--- src/rtl/buf_ack_pkg.sv ---
// shared types and constants for the buffered acknowledge controller
// assumes a byte-level bus engine on the same clock feeds it event pulses
package buf_ack_pkg;

  localparam int unsigned count_width = 7;
  localparam logic [count_width-1:0] count_reset = 7'h00;
  localparam logic [count_width-1:0] count_step = 7'h01;
  localparam logic ack_level = 1'h1;
  localparam logic nack_level = 1'h0;

  typedef enum logic [2:0] {
    st_idle = 3'b000,
    st_master_addr = 3'b001,
    st_master_data = 3'b010,
    st_slave_data = 3'b011
  } seq_state_type;

  // software-set controls, held steady by the host during a sequence except ack_enable
  typedef struct packed {
    logic ack_enable;
    logic last_byte_nack_select;
    logic [count_width-1:0] buffer_byte_count;
  } cfg_type;

  // one-cycle pulses from the bus engine
  typedef struct packed {
    logic master_start;
    logic master_read;
    logic addr_sent;
    logic own_addr;
    logic slave_read;
    logic byte_done;
    logic stop_seen;
  } bus_event_type;

endpackage

--- src/rtl/buf_ack_ctrl.sv ---
// buffered-mode sequence and acknowledge decisions for the bus controller
// assumes the byte engine on clk_in pulses events and drives acks from ack_out
// Contract
// - as master the block sends the address and then moves exactly buffer_byte_count data bytes.
// - with ack_enable low a received own slave address is answered with a not-acknowledge only while idle.
// - once addressed as a slave the block moves a sequence of buffer_byte_count bytes.
// - with last_byte_nack_select low the final received byte of a sequence is acknowledged.
// - with last_byte_nack_select high the final received byte of a sequence is not-acknowledged.
// - with ack_enable low an addressed slave drops to non-addressed after the last byte of a sequence.
// - in slave mode the final-byte not-acknowledge only happens if no stop ended the message earlier.
`timescale 1ns/10ps
`default_nettype none
module buf_ack_ctrl
  import buf_ack_pkg::*;
(
  input wire logic clk_in,
  input wire logic reset_in,
  input wire logic enable_in,
  input wire cfg_type cfg_in,
  input wire bus_event_type event_in,
  output logic ack_valid_out,
  output logic ack_out,
  output logic addressed_out,
  output logic master_busy_out,
  output logic seq_done_out,
  output logic [count_width-1:0] byte_index_out
);

  ////////////////////////////////////////////////////////////////////////////
  // state

  seq_state_type state_q, state_d;
  logic [count_width-1:0] count_q, count_d;
  logic read_q, read_d;
  logic ack_valid_q, ack_valid_d;
  logic ack_q, ack_d;
  logic done_q, done_d;
  logic [count_width-1:0] count_inc;
  logic last_byte;
  logic final_ack;

  assign count_inc = count_q + count_step;
  assign last_byte = (count_inc == cfg_in.buffer_byte_count);
  // final byte answer chosen by the select bit, earlier bytes always acked
  assign final_ack = cfg_in.last_byte_nack_select ? nack_level : ack_level;

  always_comb begin
    state_d = state_q;
    count_d = count_q;
    read_d = read_q;
    ack_valid_d = 1'b0;
    ack_d = ack_q;
    done_d = 1'b0;
    case (state_q)
      st_idle: begin
        if (event_in.master_start) begin
          state_d = st_master_addr;
          count_d = count_reset;
          read_d = event_in.master_read;
        end else if (event_in.own_addr) begin
          ack_valid_d = 1'b1;
          if (cfg_in.ack_enable) begin
            ack_d = ack_level;
            state_d = st_slave_data;
            count_d = count_reset;
            // master reads means the slave transmits
            read_d = ~event_in.slave_read;
          end else begin
            ack_d = nack_level;
          end
        end
      end
      st_master_addr: begin
        if (event_in.stop_seen) begin
          state_d = st_idle;
        end else if (event_in.addr_sent) begin
          // a zero count ends right after the address
          if (cfg_in.buffer_byte_count == count_reset) begin
            state_d = st_idle;
            done_d = 1'b1;
          end else begin
            state_d = st_master_data;
          end
        end
      end
      st_master_data: begin
        if (event_in.stop_seen) begin
          state_d = st_idle;
        end else if (event_in.byte_done) begin
          count_d = count_inc;
          if (read_q) begin
            ack_valid_d = 1'b1;
            ack_d = last_byte ? final_ack : ack_level;
          end
          if (last_byte) begin
            state_d = st_idle;
            done_d = 1'b1;
          end
        end
      end
      st_slave_data: begin
        // a stop before the final byte ends the message, so no final nack
        if (event_in.stop_seen) begin
          state_d = st_idle;
        end else if (event_in.byte_done) begin
          count_d = count_inc;
          if (read_q) begin
            ack_valid_d = 1'b1;
            ack_d = last_byte ? final_ack : ack_level;
          end
          if (last_byte) begin
            done_d = 1'b1;
            count_d = count_reset;
            if (!cfg_in.ack_enable) begin
              state_d = st_idle;
            end
          end
        end
      end
      default: begin
        state_d = st_idle;
      end
    endcase
  end

  always_ff @(posedge clk_in) begin
    if (reset_in) begin
      state_q <= st_idle;
      count_q <= count_reset;
      read_q <= 1'b0;
      ack_valid_q <= 1'b0;
      ack_q <= nack_level;
      done_q <= 1'b0;
    end else if (enable_in) begin
      state_q <= state_d;
      count_q <= count_d;
      read_q <= read_d;
      ack_valid_q <= ack_valid_d;
      ack_q <= ack_d;
      done_q <= done_d;
    end
  end

  ////////////////////////////////////////////////////////////////////////////
  // outputs straight from flip-flops

  logic addressed_q, busy_q;
  logic [count_width-1:0] index_q;

  always_ff @(posedge clk_in) begin
    if (reset_in) begin
      addressed_q <= 1'b0;
      busy_q <= 1'b0;
      index_q <= count_reset;
    end else if (enable_in) begin
      addressed_q <= (state_d == st_slave_data);
      busy_q <= (state_d == st_master_addr) || (state_d == st_master_data);
      index_q <= count_d;
    end
  end

  assign ack_valid_out = ack_valid_q;
  assign ack_out = ack_q;
  assign addressed_out = addressed_q;
  assign master_busy_out = busy_q;
  assign seq_done_out = done_q;
  assign byte_index_out = index_q;

  ////////////////////////////////////////////////////////////////////////////
  // checks

  chk_own_addr_nack: assert property (@(posedge clk_in) disable iff (reset_in)
    (enable_in && state_q == st_idle && !event_in.master_start && event_in.own_addr && !cfg_in.ack_enable)
    |=> (ack_valid_out && ack_out == nack_level && !addressed_out))
    else $error("own address not refused while ack disabled");

  chk_master_count_done: assert property (@(posedge clk_in) disable iff (reset_in)
    (enable_in && state_q == st_master_data && !event_in.stop_seen && event_in.byte_done && last_byte)
    |=> (seq_done_out && !master_busy_out && byte_index_out == cfg_in.buffer_byte_count))
    else $error("master sequence did not end at byte count");

  chk_master_no_early: assert property (@(posedge clk_in) disable iff (reset_in)
    (enable_in && state_q == st_master_data && !event_in.stop_seen && event_in.byte_done && !last_byte)
    |=> (master_busy_out && !seq_done_out))
    else $error("master sequence ended before byte count");

  chk_slave_count: assert property (@(posedge clk_in) disable iff (reset_in)
    (enable_in && state_q == st_slave_data && !event_in.stop_seen && event_in.byte_done)
    |=> (seq_done_out == $past(last_byte)))
    else $error("slave sequence length wrong");

  chk_final_ack_lb0: assert property (@(posedge clk_in) disable iff (reset_in)
    (enable_in && (state_q == st_master_data || state_q == st_slave_data) && read_q && !event_in.stop_seen
     && event_in.byte_done && last_byte && !cfg_in.last_byte_nack_select)
    |=> (ack_valid_out && ack_out == ack_level))
    else $error("final byte not acked with select low");

  chk_final_nack_lb1: assert property (@(posedge clk_in) disable iff (reset_in)
    (enable_in && (state_q == st_master_data || state_q == st_slave_data) && read_q && !event_in.stop_seen
     && event_in.byte_done && last_byte && cfg_in.last_byte_nack_select)
    |=> (ack_valid_out && ack_out == nack_level))
    else $error("final byte not refused with select high");

  chk_mid_byte_ack: assert property (@(posedge clk_in) disable iff (reset_in)
    (enable_in && (state_q == st_master_data || state_q == st_slave_data) && read_q && !event_in.stop_seen
     && event_in.byte_done && !last_byte)
    |=> (ack_valid_out && ack_out == ack_level))
    else $error("middle byte not acked");

  chk_slave_release: assert property (@(posedge clk_in) disable iff (reset_in)
    (enable_in && state_q == st_slave_data && !event_in.stop_seen && event_in.byte_done && last_byte
     && !cfg_in.ack_enable)
    |=> (!addressed_out && seq_done_out))
    else $error("slave stayed addressed after last byte");

  chk_stop_no_nack: assert property (@(posedge clk_in) disable iff (reset_in)
    (enable_in && state_q == st_slave_data && event_in.stop_seen)
    |=> (!ack_valid_out && !addressed_out && !seq_done_out))
    else $error("stop did not end the slave message cleanly");

endmodule
`default_nettype wire

--- config.mk ---
export PLATFORM = sky130hd
export DESIGN_NAME = buf_ack_ctrl
export DESIGN_NICKNAME = d
export VERILOG_FILES = /design/src/rtl/buf_ack_pkg.sv /design/src/rtl/buf_ack_ctrl.sv
export SDC_FILE = /design/constraint.sdc
export NUM_CORES = 1
export LEC_CHECK = 0
export BUFFER_PORTS_ARGS = -buffer_cell sky130_fd_sc_hd__buf_2
export CAP_MARGIN = 10
export CELL_PAD_IN_SITES_DETAIL_PLACEMENT = 1
export CELL_PAD_IN_SITES_GLOBAL_PLACEMENT = 1
export CORE_MARGIN = 10
export CORE_UTILIZATION = 25
export DETAILED_ROUTE_END_ITERATION = 8
export PLACE_DENSITY_LB_ADDON = 0.1
export SETUP_SLACK_MARGIN = 0.1
export SYNTH_ARGS = -nofsm -noshare
export SYNTH_HDL_FRONTEND = slang
export SYNTH_SLANG_ARGS = --single-unit
--- constraint.sdc ---
create_clock -name clk_in -period 3.2 [get_ports clk_in]
set_input_delay 0.64 -clock clk_in [delete_from_list [all_inputs] [get_ports clk_in]]
set_output_delay 0.64 -clock clk_in [all_outputs]
set_load 0.01 [all_outputs]
Word level (Yosys, flattened, before mapping)
Cells that the tools add are included.
{ "word_totals": {"input_bits": 19, "out_inout_bits": 12, "regBits": 16} }
{ "op_classes": {"eq_ne": 18, "n_reduce_logical": 11, "n_mux": 48, "n_bitwise": 1, "n_addsub": 1} }
{ "ops": {"columns": ["cell", "n"], "rows": [
  ["$mux 7", 8],
  ["$mux 3", 12],
  ["$mux 1", 22],
  ["$pmux 7 s3", 1],
  ["$ne 2x2->1 const B", 7],
  ["$eq 3x2->1 const B", 4],
  ["$pmux 3 s4", 1],
  ["$reduce_and 8->1", 1],
  ["$add 7x1->7 const B", 1],
  ["$eq 7x7->1", 1],
  ["$logic_not 7->1", 1],
  ["$reduce_and 7->1", 1],
  ["$eq 3x1->1 const B", 2],
  ["$ne 3x3->1 const B", 2],
  ["$pmux 1 s2", 3],
  ["$reduce_bool 2->1", 3],
  ["$ne 2x1->1 const B", 2],
  ["$reduce_and 4->1", 1],
  ["$logic_not 3->1", 1],
  ["$reduce_bool 3->1", 1],
  ["$mux 2", 1],
  ["$reduce_or 2->1", 1],
  ["$logic_or 1x1->1", 1],
  ["$not 1->1", 1]
]} }

Depth between registers and ports, before layout
{ "depth": {"word_depth": 8, "ltp_mapped": 9, "mapped_depth_nobuf": 8} }

Worst setup path before layout
OpenSTA, ideal clock, no wires.
{ "synth_path": {"kind": "input -> register", "startpoint": "input port cfg_in[0] (netlist bit)", "endpoint": "register busy_q (netlist: master_busy_out)", "setup_ns": 0.091, "arrival_ns": 1.990, "n_path_buf": 0, "path_stages": 7, "setup_slack_ns": 1.119, "path_cell_list": "nor4_1 nand2_1 a31o_1 nor3_1 a21oi_1 or2_1 a311oi_1"} }
{ "synth_via": {"elab_chain_len": 7} }
{ "synth_lines": {"columns": ["item", "line", "source"], "rows": [
  ["from (decl)", "buf_ack_ctrl.sv:19", "input wire cfg_type cfg_in,"],
  ["$eq 7x7->1 / $logic_not 7->1 (equally long branches)", "buf_ack_ctrl.sv:43, buf_ack_ctrl.sv:78", null],
  ["$mux 3 (tied with other cells)", "buf_ack_ctrl.sv:111", "if (last_byte) begin"],
  ["$mux 3, on equally long branches", "buf_ack_ctrl.sv:105, buf_ack_ctrl.sv:76, buf_ack_ctrl.sv:89", null],
  ["$mux 3, on equally long branches", "buf_ack_ctrl.sv:103, buf_ack_ctrl.sv:74, buf_ack_ctrl.sv:87", null],
  ["$pmux 3 s4 *", "buf_ack_ctrl.sv:54", "case (state_q)"],
  ["$eq 3x1->1 / $eq 3x2->1 (equally long branches)", "buf_ack_ctrl.sv:157", "busy_q <= (state_d == st_master_addr) || (state_d == st_master_data);"],
  ["$logic_or 1x1->1 *", "buf_ack_ctrl.sv:157", null],
  ["to (signal assigned)", "buf_ack_ctrl.sv:157", null],
  ["to (decl)", "buf_ack_ctrl.sv:147", "logic addressed_q, busy_q;"]
]} }
Mark *: on every way between the ends. The rest lies on a longest branch, timed or not.
A chain may end at the register's enable or synchronous reset.

==> flow_results.org <==
** Global route
- The number of antenna violations at the first check in global routing is 0.
- Gr ovfl total :: 0
- Vias in the first global route :: 1,225
- Global-route usage over all layers :: under 10%
- Global-route wire length before repair :: about 5.9 mm
- Entering global routing, the biggest net connects 17 pins.

** Finish
- The multi-input combinational cells in the finished layout cover a total of 710.7 sq um.
- 0 antenna diodes ended up in the layout.
- Cells fill a little under a third of the core in the end.
- Number of nets in the final layout :: 183
- Relative to the synthesized area, the layout overhead comes to 20.88%.
- Cells with a size suffix above 1 make up a little over a quarter of the layout.
- After filler insertion, the fill cell instance count of the layout stands at 509.
- Total area of sequential cells :: between 300 and 400 sq um
- Number of standard cells in the final layout excluding fillers :: ~210

** Yosys
- Count of warnings emitted by yosys :: 0
- A synthesized cell averages a little over 8 sq um.
- In this run, synthesis produced a sequential element count of 16.
- Top cell type's share of synthesized area :: slightly below 30%
- When the netlist entered floorplanning its net count stood at around 150.
- In the synthesized netlist, the number of instances is about 130.
- Sequential elements use a little under 30% of the synthesized area.
- In the synthesized netlist the dominant register cell turns out to be dfxtp_1.
- Cell type with the largest total area after synthesis :: dfxtp_1
- Counting flops with an async set or reset pin after synthesis yields a share of 0%.
- EDFF count, synth :: 0
- Synthesized area :: 0.001079 sq mm
- Leading post-synthesis cells by cell area :: dfxtp_1 30%, a21oi_1 6.0%, nand2_1 5.2%
- In this run, distinct cell masters in the synthesized netlist total 46.

** Clocking
- Latest clock arrival within the worst-skew pair :: ~0.25 ns
- Cts hold-fix bufs :: 0
- Number of setup buffers added after CTS :: 0
- Post-cts gate resize count :: 0
- Clock tree synthesis found a total of 16 sinks.
- CTS built an H-tree with a depth of 1.
- Clock-pin slew was measured on the worst setup and hold paths at roughly 0.07 ns.
- Clock root cell :: clkbuf_8
- Number of buffers created by CTS :: 3
- The longest clock path from root to sink contains 2 buffers.
- TritonCTS built the clock tree.

** Hold path
- Worst Hold Path EP :: ack_out$_SDFFE_PP0P_
- Worst Hold Class :: flip-flop to flip-flop
- Counting instances, the worst hold path has a depth of 2.
- In this run the most critical hold path is launched from ack_out$_SDFFE_PP0P_.

** Drt
- The first TritonRoute pass finished after 4 iterations.
- The routed layout has about 1,100 vias.
- Number of DRC markers after the initial detailed-route iteration :: 56
- DRT antenna net count :: 0
- In the final routed layout, each cell accounts on average for roughly 17 microns.
- In the routed design, unresolved DRC markers number 0.
- Avg Vias per Cell :: between 5 and 6
- Post-Route WL :: approximately 3.5 mm

** Timing
- Max-slew headroom :: a little under two thirds
- The final max-slew violation count came to 0.
- Setup repair after global routing left no endpoint under its margin.
- Clk_skew :: between 0.003 and 0.004 ns
- Setup_tns :: 0 ns
- The hold violation total from the final report was 0.
- At the pin with the least slew margin, the transition time is roughly 0.54 ns.
- Final setup viols :: 0
- For this run, the top clock speed supported by timing is 0.4426 GHz.
- Final worst-path cycle share :: ~71%
- Time the worst path needs with I/O delays and setup :: between 2 and 2.5 ns

** Floorplan
- Die X :: between 80 and 90 microns
- Number of ports placed on the die boundary :: 31
- Core Rows :: 23
- Overall die area :: 0.007341 sq mm
- DIE HEIGHT :: between 80 and 90 microns
- The floorplan step defined a core boundary enclosing about 0.0041 sq mm.
- Once the floorplan was initialized, standard cells occupied between 20% and 30% of the core.

** Worst setup path
- In this run the register-to-register setup slack is ~0.94 ns.
- Along the worst path, the maximum fanout reaches 6.
- The worst register-to-register path begins at byte_index_out[0]$_SDFFE_PP0P_.
- Worst R2R Path Depth :: 8
- Type of origin of the critical path :: flip-flop
- In this run the critical register-to-register path is captured at master_busy_out$_SDFFE_PP0P_.
- The worst setup path is of the flip-flop to flip-flop kind.
- STA classifies the critical path endpoint as a flip-flop.
- Worst path required time :: roughly 3.4 ns
- For the worst setup path, the data arrival time is ~2.4 ns.

** Power
- Pwr dens :: approximately 340 mW/mm^2
- For this design the static power due to leakage is about 0.53 nW.
- The worst-case IR drop observed on VDD is approximately 170 uV.

** Placed design
- Placed wire-length estimate :: around 2.8 mm
- Post-Place Cells :: about 210
- Input and output buffers added on the ports amount to 30.
- At the end of routability-driven placement, the weighted congestion stood at between 0.7 and 0.8.

** Run status
- Status :: finished, final reports clean

** Flow run
- Number of max-capacitance violations reported :: 0
[synth_stat cells, drive strengths merged, types with 3 or more instances]
| library cell | n |
|---|---|
| xnor2 | 5 |
| a21oi | 13 |
| a31oi | 6 |
| xor2 | 3 |
| nor2 | 13 |
| a21o | 3 |
| nand3 | 6 |
| dfxtp | 16 |
| nor3 | 3 |
| inv | 3 |
| nand2 | 15 |
| nand3b | 4 |
| buf | 4 |
| nor4b | 4 |
[flip-flops by register name, summed over array words and instances, names as in the netlist]
name / count
state_q: 3
addressed_out: 1
ack_valid_out: 1
read_q: 1
byte_index_out: 7
seq_done_out: 1
ack_out: 1
master_busy_out: 1
[kinds of logic (layout without fill, tap and decap cells)]
family / Yosys count / after routing / synth area share (%)
buf+inv: 9 / 37 / 4.408
fa+ha+maj: 1 / 1 / 1.160
compound gates: 36 / 36 / 22.74
flops: 16 / 16 / 29.70
xor+xnor: 8 / 8 / 7.193
simple gates: 61 / 61 / 32.95
mux: 2 / 2 / 1.856
[per-stage QoR]
step	cell area (sq um)	worst slack, ns	power [W]	hold WS (ns)
global route	1304	0.6895	0.0004699	0.4847
detailed placement	1262	0.7503	0.0002914	0.4485
finish	1304	0.9405	0.0004459	0.4547
floorplan	1079	1.119	0.0002604	0.4761
global placement	1262	0.8181	0.0002893	0.4393
CTS	1304	0.9093	0.0004511	0.4586
[worst max path at each step]
| stage | start | end | slack [ns] | depth (start not counted) |
|---|---|---|---|---|
| 2_1_floorplan | cfg_in[0] | master_busy_out$_SDFFE_PP0P_ | 1.12 | 7 |
| 3_3_place_gp | cfg_in[0] | master_busy_out$_SDFFE_PP0P_ | 0.82 | 8 |
| 3_5_place_dp | cfg_in[0] | master_busy_out$_SDFFE_PP0P_ | 0.75 | 8 |
| 4_1_cts | byte_index_out[0]$_SDFFE_PP0P_ | master_busy_out$_SDFFE_PP0P_ | 0.91 | 8 |
| 5_1_grt | byte_index_out[0]$_SDFFE_PP0P_ | master_busy_out$_SDFFE_PP0P_ | 0.69 | 8 |
| 6_report | byte_index_out[0]$_SDFFE_PP0P_ | master_busy_out$_SDFFE_PP0P_ | 0.94 | 8 |
[report_power, final]
| group | switching (W) | internal [W] |
|---|---|---|
| logic | 0.0000432 | 0.0000325 |
| clock network | 0.0000760 | 0.0000837 |
| registers | 0.00000603 | 0.000204 |
| total | 0.000125 | 0.000321 |
[metal layers]
layer	vias up	wire (microns)	GRT usage (%)	part of all wire, %
li1	548	-	-	-
met1	537	1641	11.40	46
met2	17	1697	16.55	48
met3	4	156	2.838	4.4
met4	0	36	3.144	1.0
met5	-	0	0	0
[critical path: stages, from the launching register on]
cell      delay (ns)
dfxtp_1         0.44
ha_1            0.27
and3_1          0.27
nand3_2         0.14
xnor2_2         0.28
nor4b_1         0.09
a21o_1          0.22
or2_1           0.21
a311oi_1        0.25
[cell type report]
cell class,count,area share [%]
sequential,16,24.57
tap,50,4.798
inverter,3,0.8637
clock buffer,3,3.167
multi-input combinational,108,54.51
timing repair buffer,31,12.09
[placed cells by master, fill, tap and decap left out, drive strengths merged, types with 3 or more instances in the layout]
cell type | Yosys | routed
dfxtp | 16 | 16
inv | 3 | 3
a31oi | 6 | 6
nand3b | 4 | 4
clkbuf | 2 | 3
nand2 | 15 | 15
a21o | 3 | 3
nor3 | 3 | 3
buf | 4 | 31
a21oi | 13 | 13
xor2 | 3 | 3
xnor2 | 5 | 5
nand3 | 6 | 6
nor4b | 4 | 4
nor2 | 13 | 13
No activity file was read; power rests on OpenSTA's default activity.
